[config.mk]
export PLATFORM = sky130hd
export DESIGN_NAME = logic_bit_call_instr_exec
export DESIGN_NICKNAME = d
export VERILOG_FILES = /design/src/logic/instr_exec_pkg.sv /design/src/logic/phase_gen.sv /design/src/logic/logic_bit_call_instr_exec.sv
export VERILOG_INCLUDE_DIRS = /design/src /design/src/logic
export SDC_FILE = /design/constraint.sdc
export NUM_CORES = 1
export LEC_CHECK = 0
export CORE_MARGIN = 3
export CORE_UTILIZATION = 40
export DETAILED_ROUTE_END_ITERATION = 8
export DONT_BUFFER_PORTS = 1
export GPL_ROUTABILITY_DRIVEN = 1
export PLACE_DENSITY_LB_ADDON = 0.15
export SYNTH_ARGS = -nofsm -noshare
export SYNTH_HDL_FRONTEND = slang
export SYNTH_HIERARCHICAL = 1
export SYNTH_SLANG_ARGS = --single-unit
[constraint.sdc]
create_clock -name clk_sys_in -period 2.48 [get_ports clk_sys_in]
set_clock_uncertainty 0.1 [all_clocks]
set_input_delay 0.248 -clock clk_sys_in [delete_from_list [all_inputs] [get_ports clk_sys_in]]
set_output_delay 0.248 -clock clk_sys_in [all_outputs]
set_load 0.02 [all_outputs]
[src/logic/instr_exec_map.svh]
`ifndef INSTR_EXEC_MAP_SVH
`define INSTR_EXEC_MAP_SVH

// Opcode patterns on the upper bits of the instruction word; watchdog clear matches the whole word
`define OP_AND_LIT 8'hB5
`define OP_AND_REG_HI 7'h05
`define OP_CLR_REG_HI 7'h14
`define OP_BIT_SET_HI 5'h10
`define OP_BIT_CLR_HI 5'h11
`define OP_TEST_ONE_HI 5'h12
`define OP_TEST_ZERO_HI 5'h13
`define OP_BIT_INV_HI 5'h07
`define OP_CALL_HI 3'h7
`define OP_WDT_CLEAR 16'h0004

// Reset values
`define ACC_RESET 8'h00
`define PC_RESET 16'h0000
`define LATCH_RESET 8'h00
`define ZERO_BYTE 8'h00

// Phase encoding of the four-phase instruction cycle
`define PH_Q1 2'h0
`define PH_Q2 2'h1
`define PH_Q3 2'h2
`define PH_Q4 2'h3

`endif

[src/logic/instr_exec_pkg.sv]
package instr_exec_pkg;
    // Decoded instruction classes
    typedef enum logic [3:0] {
        OP_NONE,
        OP_AND_LIT,
        OP_AND_REG,
        OP_BIT_CLR,
        OP_BIT_SET,
        OP_BIT_INV,
        OP_TEST_ZERO,
        OP_TEST_ONE,
        OP_CALL,
        OP_CLR_REG,
        OP_WDT_CLR
    } op_t;

    // Execution states
    typedef enum logic [1:0] {
        ST_EXEC,
        ST_SKIP_NOP,
        ST_CALL_NOP
    } exec_state_t;
endpackage

[src/logic/phase_gen.sv]
`timescale 1ns/1ps
`include "instr_exec_map.svh"

// Four-phase sequencer: one instruction cycle is four clocks
module phase_gen (
    // Clock and reset
    input wire logic clk_sys_in,
    input wire logic sys_rst_in,
    input wire logic clk_en_in,
    // Phase outputs
    output logic [1:0] phase_out,
    output logic cycle_end_out
);
    logic [1:0] phase_q;
    logic [1:0] phase_d;

    // Next phase wraps from the fourth back to the first
    always_comb begin
        phase_d = phase_q;
        if (clk_en_in) begin
            phase_d = phase_q + 2'h1;
        end
    end

    // Phase register
    always_ff @(posedge clk_sys_in or posedge sys_rst_in) begin
        if (sys_rst_in) begin
            phase_q <= `PH_Q1;
        end else begin
            phase_q <= phase_d;
        end
    end

    assign phase_out = phase_q;
    assign cycle_end_out = clk_en_in && (phase_q == `PH_Q4);
endmodule

[src/logic/logic_bit_call_instr_exec.sv]
// How it works
// - And-with-literal ANDs the low byte into the accumulator; zero only.
// - And-with-register result goes to acc (d=0) or register; zero only.
// - Bit clear zeroes the selected register bit; nothing else changes.
// - Bit set forces the selected register bit to one; nothing else changes.
// - Bit invert flips the selected register bit in one cycle, no flags.
// - Test-skip-if-zero skips the next word when the selected bit is zero.
// - Test-skip-if-one skips the next word when the selected bit is one.
// - A taken skip drops the prefetched word and adds one idle cycle.
// - Near call loads the 13-bit literal into pc 12:0 and keeps pc 15:13.
// - Near call pushes pc plus one onto the return stack in phase two.
// - After a call the high latch holds literal 12:8 low, pc 15:13 high.
// - Near call takes two cycles, the second idle, with no flag changes.
// - Register clear zeroes the register, and the accumulator too if s=0.
// - Watchdog clear raises the watchdog clear output for one clock.
// - Watchdog clear sets both the timeout and powerdown flags.
`timescale 1ns/1ps
`include "instr_exec_map.svh"

module logic_bit_call_instr_exec (
    // Clock, reset and enable
    input wire logic clk_sys_in,
    input wire logic sys_rst_in,
    input wire logic clk_en_in,
    // Instruction word, valid through the whole cycle
    input wire logic [15:0] instr_word_in,
    // Data memory read port
    output logic [7:0] mem_addr_out,
    input wire logic [7:0] mem_rdata_in,
    // Data memory write port
    output logic mem_we_out,
    output logic [7:0] mem_wdata_out,
    // Architectural state
    output logic [7:0] working_accumulator_out,
    output logic zero_flag_out,
    output logic [15:0] pc_out,
    output logic [7:0] pc_high_latch_out,
    // Return stack push
    output logic stack_push_out,
    output logic [15:0] stack_top_out,
    // Watchdog
    output logic watchdog_clear_out,
    output logic timeout_flag_out,
    output logic powerdown_flag_out,
    // Sequencing
    output logic [1:0] phase_out,
    output logic fetch_discard_out
);
    logic [1:0] phase;
    logic cycle_end;

    logic [7:0] acc_q, acc_d;
    logic zero_q, zero_d;
    logic [15:0] pc_q, pc_d;
    logic [7:0] latch_q, latch_d;
    logic [15:0] instr_q, instr_d;
    logic [7:0] opnd_q, opnd_d;
    logic [7:0] result_q, result_d;
    logic skip_q, skip_d;
    logic we_q, we_d;
    logic push_q, push_d;
    logic [15:0] tos_q, tos_d;
    logic wdt_q, wdt_d;
    logic to_q, to_d;
    logic pd_q, pd_d;
    instr_exec_pkg::op_t op;
    logic [7:0] sel_mask;
    instr_exec_pkg::exec_state_t st_q, st_d;

    // ======================================================
    // Phase sequencer
    phase_gen u_phase (
        .clk_sys_in(clk_sys_in),
        .sys_rst_in(sys_rst_in),
        .clk_en_in(clk_en_in),
        .phase_out(phase),
        .cycle_end_out(cycle_end)
    );

    // ======================================================
    // Decode helpers
    function automatic instr_exec_pkg::op_t decode_op(
        input logic [15:0] w
    );
        instr_exec_pkg::op_t r;
        r = instr_exec_pkg::OP_NONE;
        if (w == `OP_WDT_CLEAR) begin
            r = instr_exec_pkg::OP_WDT_CLR;
        end else if (w[15:13] == `OP_CALL_HI) begin
            r = instr_exec_pkg::OP_CALL;
        end else if (w[15:8] == `OP_AND_LIT) begin
            r = instr_exec_pkg::OP_AND_LIT;
        end else if (w[15:9] == `OP_AND_REG_HI) begin
            r = instr_exec_pkg::OP_AND_REG;
        end else if (w[15:9] == `OP_CLR_REG_HI) begin
            r = instr_exec_pkg::OP_CLR_REG;
        end else if (w[15:11] == `OP_BIT_CLR_HI) begin
            r = instr_exec_pkg::OP_BIT_CLR;
        end else if (w[15:11] == `OP_BIT_SET_HI) begin
            r = instr_exec_pkg::OP_BIT_SET;
        end else if (w[15:11] == `OP_BIT_INV_HI) begin
            r = instr_exec_pkg::OP_BIT_INV;
        end else if (w[15:11] == `OP_TEST_ZERO_HI) begin
            r = instr_exec_pkg::OP_TEST_ZERO;
        end else if (w[15:11] == `OP_TEST_ONE_HI) begin
            r = instr_exec_pkg::OP_TEST_ONE;
        end
        return r;
    endfunction

    // One-hot mask for the 3-bit bit field
    function automatic logic [7:0] bit_mask(input logic [2:0] b);
        return 8'h01 << b;
    endfunction

    // Operation and bit mask come from the word latched in phase one
    assign op = decode_op(instr_q);
    assign sel_mask = bit_mask(instr_q[10:8]);

    // ======================================================
    // Execution next state
    always_comb begin
        acc_d = acc_q;
        zero_d = zero_q;
        pc_d = pc_q;
        latch_d = latch_q;
        instr_d = instr_q;
        opnd_d = opnd_q;
        result_d = result_q;
        skip_d = skip_q;
        we_d = 1'b0;
        push_d = 1'b0;
        tos_d = tos_q;
        wdt_d = 1'b0;
        to_d = to_q;
        pd_d = pd_q;
        st_d = st_q;
        if (clk_en_in) begin
            case (phase)
                `PH_Q1: begin
                    // Latch only while executing, so an idle cycle ignores
                    // the discarded prefetch
                    if (st_q == instr_exec_pkg::ST_EXEC) begin
                        instr_d = instr_word_in;
                    end else begin
                        instr_d = `PC_RESET; // Idle word decodes as none
                    end
                    skip_d = 1'b0;
                end
                `PH_Q2: begin
                    opnd_d = mem_rdata_in;
                    if (op == instr_exec_pkg::OP_CALL) begin
                        push_d = 1'b1;
                        tos_d = pc_q + 16'h0001;
                    end
                end
                `PH_Q3: begin
                    // Compute in phase three
                    case (op)
                        instr_exec_pkg::OP_AND_LIT: begin
                            result_d = acc_q & instr_q[7:0];
                        end
                        instr_exec_pkg::OP_AND_REG: begin
                            result_d = acc_q & opnd_q;
                        end
                        instr_exec_pkg::OP_BIT_CLR: begin
                            result_d = opnd_q & ~sel_mask;
                        end
                        instr_exec_pkg::OP_BIT_SET: begin
                            result_d = opnd_q | sel_mask;
                        end
                        instr_exec_pkg::OP_BIT_INV: begin
                            result_d = opnd_q ^ sel_mask;
                        end
                        instr_exec_pkg::OP_TEST_ZERO: begin
                            skip_d = ~|(opnd_q & sel_mask);
                        end
                        instr_exec_pkg::OP_TEST_ONE: begin
                            skip_d = |(opnd_q & sel_mask);
                        end
                        instr_exec_pkg::OP_CLR_REG: begin
                            result_d = `ZERO_BYTE;
                        end
                        default: result_d = result_q;
                    endcase
                end
                default: begin
                    // Phase four: write destination and advance
                    pc_d = pc_q + 16'h0001;
                    st_d = instr_exec_pkg::ST_EXEC;
                    case (op)
                        instr_exec_pkg::OP_AND_LIT: begin
                            acc_d = result_q;
                            zero_d = (result_q == `ZERO_BYTE);
                        end
                        instr_exec_pkg::OP_AND_REG: begin
                            zero_d = (result_q == `ZERO_BYTE);
                            if (instr_q[8]) begin
                                we_d = 1'b1;
                            end else begin
                                acc_d = result_q;
                            end
                        end
                        instr_exec_pkg::OP_BIT_CLR,
                        instr_exec_pkg::OP_BIT_SET,
                        instr_exec_pkg::OP_BIT_INV: begin
                            we_d = 1'b1;
                        end
                        instr_exec_pkg::OP_CLR_REG: begin
                            we_d = 1'b1;
                            if (!instr_q[8]) begin
                                acc_d = `ZERO_BYTE;
                            end
                        end
                        instr_exec_pkg::OP_TEST_ZERO,
                        instr_exec_pkg::OP_TEST_ONE: begin
                            if (skip_q) begin
                                st_d = instr_exec_pkg::ST_SKIP_NOP;
                            end
                        end
                        instr_exec_pkg::OP_CALL: begin
                            pc_d = {pc_q[15:13], instr_q[12:0]};
                            latch_d = {pc_q[15:13], instr_q[12:8]};
                            st_d = instr_exec_pkg::ST_CALL_NOP;
                        end
                        instr_exec_pkg::OP_WDT_CLR: begin
                            wdt_d = 1'b1;
                            to_d = 1'b1;
                            pd_d = 1'b1;
                        end
                        default: begin
                            st_d = instr_exec_pkg::ST_EXEC;
                        end
                    endcase
                    // The idle cycle after a call does not step the pc
                    if (st_q == instr_exec_pkg::ST_CALL_NOP) begin
                        pc_d = pc_q;
                    end
                end
            endcase
        end
    end

    // ======================================================
    // Registers
    always_ff @(posedge clk_sys_in or posedge sys_rst_in) begin
        if (sys_rst_in) begin
            acc_q <= `ACC_RESET;
            zero_q <= 1'b0;
            pc_q <= `PC_RESET;
            latch_q <= `LATCH_RESET;
            instr_q <= `PC_RESET;
            opnd_q <= `ZERO_BYTE;
            result_q <= `ZERO_BYTE;
            skip_q <= 1'b0;
            we_q <= 1'b0;
            push_q <= 1'b0;
            tos_q <= `PC_RESET;
            wdt_q <= 1'b0;
            to_q <= 1'b1;
            pd_q <= 1'b1;
            st_q <= instr_exec_pkg::ST_EXEC;
        end else begin
            acc_q <= acc_d;
            zero_q <= zero_d;
            pc_q <= pc_d;
            latch_q <= latch_d;
            instr_q <= instr_d;
            opnd_q <= opnd_d;
            result_q <= result_d;
            skip_q <= skip_d;
            we_q <= we_d;
            push_q <= push_d;
            tos_q <= tos_d;
            wdt_q <= wdt_d;
            to_q <= to_d;
            pd_q <= pd_d;
            st_q <= st_d;
        end
    end

    // ======================================================
    // Outputs; the address follows the latched word's low byte
    assign mem_addr_out = instr_q[7:0];
    assign mem_we_out = we_q;
    assign mem_wdata_out = result_q;
    assign working_accumulator_out = acc_q;
    assign zero_flag_out = zero_q;
    assign pc_out = pc_q;
    assign pc_high_latch_out = latch_q;
    assign stack_push_out = push_q;
    assign stack_top_out = tos_q;
    assign watchdog_clear_out = wdt_q;
    assign timeout_flag_out = to_q;
    assign powerdown_flag_out = pd_q;
    assign phase_out = phase;
    // High through any idle cycle: the fetched word is not executed
    assign fetch_discard_out = (st_q != instr_exec_pkg::ST_EXEC);
endmodule

==> results of run 1 <==
-- layout by cell type, fill, tap and decap left out, drive strengths merged, types with 12 or more instances in the layout --
cell type / n
o21ai: 39
nand2: 73
buf: 25
nand3: 15
ha: 18
a21oi: 29
xor2: 12
dlygate4sd3: 25
a22o: 16
nor2: 26
dfrtp: 89
inv: 26
mux2: 17
-- how the worst min path moves through the flow --
stage,startpoint,endpoint
global route,instr_word_in[9],instr_q[9]$_DFFE_PP0P_
detailed placement,sys_rst_in,u_phase/phase_out[1]$_DFFE_PP0P_
CTS,instr_word_in[9],instr_q[9]$_DFFE_PP0P_
global placement,sys_rst_in,u_phase/phase_out[0]$_DFFE_PP0P_
floorplan,sys_rst_in,u_phase/phase_out[0]$_DFFE_PP0P_
finish,instr_word_in[9],instr_q[9]$_DFFE_PP0P_
-- through the flow --
stage          cells  worst slack (ns)
2_1_floorplan    503             0.528
3_3_place_gp     629             0.304
3_5_place_dp     629             0.275
4_1_cts          670             0.258
5_1_grt          670            0.0256
6_report         670             0.212
-- routing by layer --
metal / up-vias / part of all wire / track usage
li1: 1780 / - / -
met1: 1795 / 0.47 / 0.294
met2: 127 / 0.43 / 0.303
met3: 25 / 0.069 / 0.0458
met4: 0 / 0.029 / 0.0931
met5: - / 0 / 0
-- state kept, by name, summed over array words and instances, names as in the netlist --
name / count
working_accumulator_out: 8
st_q: 2
opnd_q: 8
watchdog_clear_out: 1
zero_flag_out: 1
pc_out: 16
skip_q: 1
stack_push_out: 1
pc_high_latch_out: 8
mem_wdata_out: 8
u_phase/phase_out: 2
mem_we_out: 1
stack_top_out: 16
instr_q: 16
-- report_power, final --
part           internal, mW  switching [mW]  leakage [nW]
clock                 0.908           0.554         0.159
combinational         0.854            1.16          1.19
sequential             1.91            1.03          1.16
-- layout make-up --
cell class | instances | share of cell area
repair buffers | 50 | 0.0822
inverters | 27 | 0.0192
multi-input cells | 345 | 0.401
well taps | 143 | 0.0326
flip-flops and latches | 89 | 0.406
clock buffers | 11 | 0.0443
clock inverters | 5 | 0.0144
-- worst max-delay path: cells and delay by family (launching register included) --
kind	cells	cell delay (ns)
AOI/OAI and AO/OA	2	0.62
and+or+nand+nor	3	0.96
DFF	1	0.52
==> metrics.txt, run 1 <==
power density cells 1170 mW/mm^2; worst reg-to-reg setup slack 0.21 ns; worst reg-to-reg path cell count 5; Syn Area/Cell 9.43 um^2; Crit Path Category flip-flop to flip-flop; clk slew on worst S/H paths 0.06 ns; Max Slew Vio Count 0; synth warn 6; CP endpoint working_accumulator_out[4]$_DFFE_PP0P_; Placement Cell Area 0.00491 mm^2; Ports 100; layout cells sized above 1 0.116; cell area after layout 0.00548 mm^2; DRT Wirelength 12.7 mm; WHS 0.0268 ns; First-pass DRT Iterations 4; cts repair resizes 0; DRT antenna net count 0; die width 115 um; CTS Root Cell clkbuf_16; Least-Margin Pin Slew 1.00 ns; CTS tree yes; Lkg Pwr 2.51 nW; Max-slew headroom 0.333; initial antenna violation count 0; MaxCap Viol Count 0; Chip Height 115 um; Post-CTS Hold Fix Bufs 25; final net count 567; final setup vio count 0; Reg-to-Reg Start instr_q[9]$_DFFE_PP0P_; total design power 6.41 mW; Crit path required time 2.65 ns; final hold vios 0; vias in the first global route 3,797; Cell Rows 39; fmax 0.441 GHz; Initial DRC Count 290; Setup Buffers After CTS 0; Post-Syn Area 0.00473 mm^2; Starting Density 0.411; wire length of the first global-routing pass 21.1 mm; GP Congestion 0.889; half-perimeter wire length after placement 9.44 mm; final core occ 0.476; H-Tree Depth 3; clock insertion delay at the later pin of the skew report 0.34 ns; sequential cell area 0.00223 mm^2; via/cell ratio 5.56; Num CTS Buffers 9; hold path depth 2; largest net degree at the start of global routing 35; part of the cycle the worst path needs 0.915; PortBufs 0; Crit Reg-Reg Endpoint working_accumulator_out[4]$_DFFE_PP0P_; clk sinks 89; detail-routed net length per standard cell 19.0 um; gr usage total 0.207; Slowest cell on crit path dfrtp_1; Overflow after GRT 0; setup TNS 0 ns; status complete, no violations; multi-input logic area 0.00220 mm^2; crit path DAT 2.44 ns; Syn Inst Count 502; Inserted Diodes 0; CP startpoint instr_q[9]$_DFFE_PP0P_; area grow syn2layout 15.8%; FILL cells 1,112; Final Critical Period 2.27 ns; Slowest Stage Delay on Critical Path 0.52 ns; CP Max Fanout 11; unrepaired setup endpoints after global routing no; Max VDD drop 0.000398 V; via count 3,727; CP Launch Type flip-flop; CTS max path bufs 2; DRC errors left 0; core area 0.0115 mm^2; critical path cell sequence nor2b_1 -> and3_1 -> nand2_1 -> a211oi_4 -> a22o_1; type of the worst min-delay path input port to flip-flop; die area 0.0132 mm^2; CP Capture Type flip-flop
(Power assumes the default switching activity.)
==> run 2, diff against run 1 <==
--- a/config.mk
+++ b/config.mk
@@ -7,7 +7,7 @@
 export NUM_CORES = 1
 export LEC_CHECK = 0
 export CORE_MARGIN = 3
-export CORE_UTILIZATION = 40
+export CORE_UTILIZATION = 33
 export DETAILED_ROUTE_END_ITERATION = 8
 export DONT_BUFFER_PORTS = 1
 export GPL_ROUTABILITY_DRIVEN = 1
==> metrics.txt, run 2 (synthesis results as in run 1) <==
unrepaired setup endpoints after global routing no; die area 0.0158 mm^2 (+20%); CP endpoint working_accumulator_out[2]$_DFFE_PP0P_; Num CTS Buffers 9 (unchanged); crit path DAT 2.52 ns (+0.08 ns); CTS tree yes; vias in the first global route 3,692 (-2.8%); Ports 100 (unchanged); dpl ws 0.168 ns (-0.107 ns); combinational fraction of design power 0.320 (+0.006); status complete, no violations; PnR worst setup slack 0.143 ns (-0.0685 ns); Starting Density 0.340 (-0.0713); DRT antenna net count 0 (unchanged); commonest non-fill, non-tap cell in the layout dfrtp_1; worst reg-to-reg setup slack 0.14 ns (-0.07 ns); Least-Margin Pin Slew 0.998 ns (-0.00259 ns); clk slew on worst S/H paths 0.06 ns (about the same); Reg-to-Reg Start instr_q[13]$_DFFE_PP0P_; worst reg-to-reg path cell count 5 (unchanged); final hold vios 0 (unchanged); layout cells sized above 1 0.121 (+0.00501); MaxCap Viol Count 0 (unchanged); Inserted Diodes 0 (unchanged); Chip Height 126 um (+9.6%); CP Launch Type flip-flop; area grow syn2layout 16.8%; Max-slew headroom 0.335 (+0.00173); initial antenna violation count 0 (unchanged); part of the cycle the worst path needs 0.942 (+0.0276); core area 0.0139 mm^2 (+21%); Internal Dissipation 3.55 mW (-3.4%); CP Capture Type flip-flop; Sw Share 0.441 (+0.0143); Cell Rows 43 (+10%); DRC errors left 0 (unchanged); Crit Path Category flip-flop to flip-flop; setup TNS 0 ns (unchanged); NetSw 2.80 mW (+2.4%); critical path cell sequence nor3_1 -> and3_1 -> nand2_1 -> a211oi_4 -> a22o_1; Final Critical Period 2.34 ns (+0.0685 ns); via/cell ratio 5.21 (-6.4%); First-pass DRT Iterations 5 (+1); sequential power share 0.463 (+0.005); DRT Wirelength 13.4 mm (+5.1%); CP startpoint instr_q[13]$_DFFE_PP0P_; half-perimeter wire length after placement 10.0 mm (+6.0%); GP Congestion 0.889 (about the same); Overflow after GRT 0 (unchanged); H-Tree Depth 3 (unchanged); Lkg Pwr 2.50 nW (-0.37%); largest net degree at the start of global routing 35 (unchanged); WHS 0.0779 ns (+0.0512 ns); most frequent cells in the layout 89 x dfrtp_1, 73 x nand2_1, 29 x a21oi_1; Max Slew Vio Count 0 (unchanged); CP Max Fanout 11 (unchanged); die width 126 um (+9.6%); Crit path required time 2.66 ns (about the same); hold path depth 4 (+2); Slowest Stage Delay on Critical Path 0.50 ns (-0.02 ns); wire length of the first global-routing pass 21.4 mm (+1.2%); clock insertion delay at the later pin of the skew report 0.35 ns (about the same); fmax 0.428 GHz (-2.9%); CTS max path bufs 2 (unchanged); Crit Reg-Reg Endpoint working_accumulator_out[2]$_DFFE_PP0P_; final net count 570 (+0.53%); Max VDD drop 0.000490 V (+23%); PortBufs 0 (unchanged); Initial DRC Count 413 (+42%); total design power 6.35 mW (-0.93%); gr usage total 0.174 (-0.0329); final setup vio count 0 (unchanged); clk sinks 89 (unchanged); clock network power share 0.217 (-0.011); Slowest cell on crit path and3_1; power density cells 1150 mW/mm^2 (-1.8%); CTS Root Cell clkbuf_16; detail-routed net length per standard cell 18.8 um (-0.86%); via count 3,697 (-0.80%); type of the worst min-delay path input port to flip-flop
[run 2: changes by cell type in the layout (fill, tap and decap cells not counted), sizes merged]
cell         change
dlygate4sd3      +1
buf              +2
clkbuf           -2
bufinv           -1
clkinvlp         +3
[run 2: area by class of cell]
| type | instances | area, um^2 |
|---|---|---|
| clock inverter | 7 | 71.3 |
| sequential | 89 | 2230 |
| multi-input combinational | 345 | 2200 |
| inverter | 27 | 105 |
| timing repair buffer | 53 | 475 |
| tap | 180 | 225 |
| fill | 1378 | 8410 |
| clock buffer | 9 | 225 |
[run 2: how the worst min path moves through the flow]
stage                from                                to
3_3_place_gp   sys_rst_in  u_phase/phase_out[1]$_DFFE_PP0P_
5_1_grt         clk_en_in                skip_q$_DFFE_PP0P_
2_1_floorplan  sys_rst_in  u_phase/phase_out[0]$_DFFE_PP0P_
6_report        clk_en_in                skip_q$_DFFE_PP0P_
4_1_cts         clk_en_in                skip_q$_DFFE_PP0P_
3_5_place_dp   sys_rst_in  u_phase/phase_out[1]$_DFFE_PP0P_
[run 2: through the flow]
step | utilization | cells | cell area, um^2
floorplan | - | 503 | 4740
global placement | 0.357 | 668 | 4970
detailed placement | 0.357 | 668 | 4970
CTS | 0.397 | 710 | 5530
global route | 0.397 | 710 | 5530
finish | 0.397 | 710 | 5530
[run 2: worst max-delay path: cells and delay by family, from the launching register on]
family           cells  cell delay, ns
AND/OR/NAND/NOR      3            1.08
flip-flops           1            0.45
AO/OA/AOI/OAI        2            0.63
[run 2: routing by layer]
layer  vias to the layer above  track usage  part of all wire
met2                       119        0.261              0.46
li1                       1777            -                 -
met5                         -            0                 0
met1                      1784        0.242              0.46
met4                         0       0.0644             0.021
met3                        17       0.0466             0.064
[run 2: what timing repair did]
action                                 in CTS  in global routing
endpoints found under the hold margin      50                  0
hold buffers                               26                  0
setup buffers                               0                  0
gates resized for setup                     0                  0
[run 2: power by group through the flow]
stage          clock network [mW]  logic, mW  registers (mW)
2_1_floorplan                   0       1.56            2.67
3_3_place_gp                    0       1.97            2.97
3_5_place_dp                    0       2.01            2.98
4_1_cts                      1.42       2.05            2.95
5_1_grt                      1.48       2.30            3.03
6_report                     1.38       2.03            2.94
==> run 3, diff against run 2 <==
--- a/config.mk
+++ b/config.mk
@@ -12,6 +12,7 @@
 export DONT_BUFFER_PORTS = 1
 export GPL_ROUTABILITY_DRIVEN = 1
 export PLACE_DENSITY_LB_ADDON = 0.15
+export REMOVE_ABC_BUFFERS = 1
 export SYNTH_ARGS = -nofsm -noshare
 export SYNTH_HDL_FRONTEND = slang
 export SYNTH_HIERARCHICAL = 1
==> metrics.txt, run 3 (synthesis results as in run 1) <==
status complete, no violations; Slowest Stage Delay on Critical Path 0.50 ns (about the same); clk slew on worst S/H paths 0.07 ns (about the same); critical path cell sequence nor3_1 -> and3_2 -> nand2_1 -> a211oi_4 -> a22o_1; CP Max Fanout 11 (unchanged); CTS tree yes; clk sinks 89 (unchanged); part of the cycle the worst path needs 0.912 (-0.0305); Cell Rows 43 (unchanged); CP bufs+invs 0 (unchanged); GP Congestion 0.827 (-7.0%); most frequent cells in the layout 89 x dfrtp_1, 73 x nand2_1, 29 x a21oi_1, 28 x buf_4; clock insertion delay at the later pin of the skew report 0.35 ns (about the same); Final Critical Period 2.26 ns (-0.0756 ns); Setup Buffers After CTS 0 (unchanged); layout cells sized above 1 0.125 (+0.00377); power density cells 1180 mW/mm^2 (+2.7%); Slowest cell on crit path a211oi_4; Starting Density 0.340 (unchanged); H-Tree Depth 3 (unchanged); half-perimeter wire length after placement 10.1 mm (+1.1%); cell area after layout 0.00557 mm^2 (+0.75%); Placed Cells 669 (+0.15%); DRT antenna net count 0 (unchanged); combinational fraction of design power 0.305 (-0.015); First-pass DRT Iterations 4 (-1); clock network power share 0.246 (+0.029); Num CTS Buffers 9 (unchanged); FILL cells 1,364 (-1.0%); Crit path required time 2.67 ns (about the same); CP Capture Type flip-flop; initial antenna violation count 0 (unchanged); via/cell ratio 5.22 (+0.24%); final net count 570 (unchanged); Overflow after GRT 0 (unchanged); PortBufs 0 (unchanged); Max Slew Vio Count 0 (unchanged); commonest non-fill, non-tap cell in the layout dfrtp_1; Placement Cell Area 0.00496 mm^2 (-0.15%); via count 3,706 (+0.24%); wire length of the first global-routing pass 22.0 mm (+3.0%); Crit Path Category flip-flop to flip-flop; WHS 0.0340 ns (-0.0440 ns); vias in the first global route 3,872 (+4.9%); WP depth 5 (unchanged); DRT Wirelength 13.8 mm (+3.1%); Ports 100 (unchanged); MaxCap Viol Count 0 (unchanged); Internal Dissipation 3.78 mW (+6.5%); Initial DRC Count 271 (-34%); unrepaired setup endpoints after global routing no; Inserted Diodes 0 (unchanged); CP Launch Type flip-flop; detail-routed net length per standard cell 19.4 um (+3.1%); hold path depth 2 (-2); CTS max path bufs 2 (unchanged); Sw Share 0.425 (-0.0161); CP startpoint instr_q[13]$_DFFE_PP0P_; fmax 0.442 GHz (+3.3%); Max-slew headroom 0.316 (-0.0186); DRC errors left 0 (unchanged); final hold vios 0 (unchanged); die width 126 um (unchanged); final setup vio count 0 (unchanged); largest net degree at the start of global routing 38 (+8.6%); core area 0.0139 mm^2 (unchanged); area grow syn2layout 17.7%; setup TNS 0 ns (unchanged); Least-Margin Pin Slew 1.03 ns (+0.0279 ns); type of the worst min-delay path input port to flip-flop; NetSw 2.79 mW (-0.26%); worst reg-to-reg path cell count 5 (unchanged); sequential power share 0.449 (-0.014); total design power 6.58 mW (+3.5%); Lkg Pwr 2.53 nW (+1.2%); CTS Root Cell clkbuf_16; Max VDD drop 0.000460 V (-6.2%); hold path startpoint instr_word_in[10]; gr usage total 0.178 (+0.00402); Reg-to-Reg Start instr_q[13]$_DFFE_PP0P_; post-route insts no fill 710 (unchanged); die area 0.0158 mm^2 (unchanged); Chip Height 126 um (unchanged); crit path DAT 2.45 ns (-0.07 ns); cell family with most CP delay simple AND/OR/NAND/NOR gates
[run 3: final timing paths]
path | endpoint | slack, ns
hold / removal | instr_q[10]$_DFFE_PP0P_ | 0.03
min in group asynchronous | u_phase/phase_out[1]$_DFFE_PP0P_ | 0.14
setup reg to reg | working_accumulator_out[4]$_DFFE_PP0P_ | 0.22
hold reg to reg | skip_q$_DFFE_PP0P_ | 0.39
max in group asynchronous | pc_out[1]$_DFFE_PP0P_ | 1.22
setup / recovery | working_accumulator_out[4]$_DFFE_PP0P_ | 0.22
[run 3: per-layer routing]
| metal | track usage | vias to the layer above | routed length, um |
|---|---|---|---|
| met5 | 0 | - | 0 |
| met2 | 0.287 | 102 | 6610 |
| li1 | - | 1783 | - |
| met4 | 0.0562 | 0 | 153 |
| met3 | 0.0564 | 9 | 972 |
| met1 | 0.229 | 1812 | 6060 |
[run 3: stage by stage]
stage          utilization  setup WS (ns)
6_report             0.400          0.219
2_1_floorplan            -         -0.118
5_1_grt              0.400         0.0574
3_5_place_dp         0.356          0.153
4_1_cts              0.400          0.134
3_3_place_gp         0.356          0.232
[run 3: repair_timing]
item / 4_1_cts / 5_1_grt
hold buffers: 25 / 0
resized for setup: 0 / 1
setup endpoints to repair: 0 / 8
endpoints found under the hold margin: 60 / 0
[run 3: power groups by stage]
stage                     Combinational [mW]  Clock (mW)  Sequential [mW]
after floorplan                         1.24           0             2.83
after global placement                  1.94           0             2.98
after detailed placement                1.98           0             3.00
after CTS                               2.03        1.67             2.97
after global routing                    2.26        1.73             3.05
final                                   2.00        1.62             2.95
[run 3: worst register-to-register path, delay by kind of cell (launching register included)]
kind | cells | cell delay, ns
AND/OR/NAND/NOR | 3 | 0.94
AO/OA/AOI/OAI | 2 | 0.71
flip-flops | 1 | 0.45
[run 3: area by class of cell]
cell class	instances	area (um^2)	area share
clock buffer	10	239	0.0429
clock inverter	6	115	0.0207
inverter	27	103	0.0184
multi-input combinational	345	2200	0.395
sequential	89	2230	0.400
tap	180	225	0.0404
timing repair buffer	53	460	0.0827
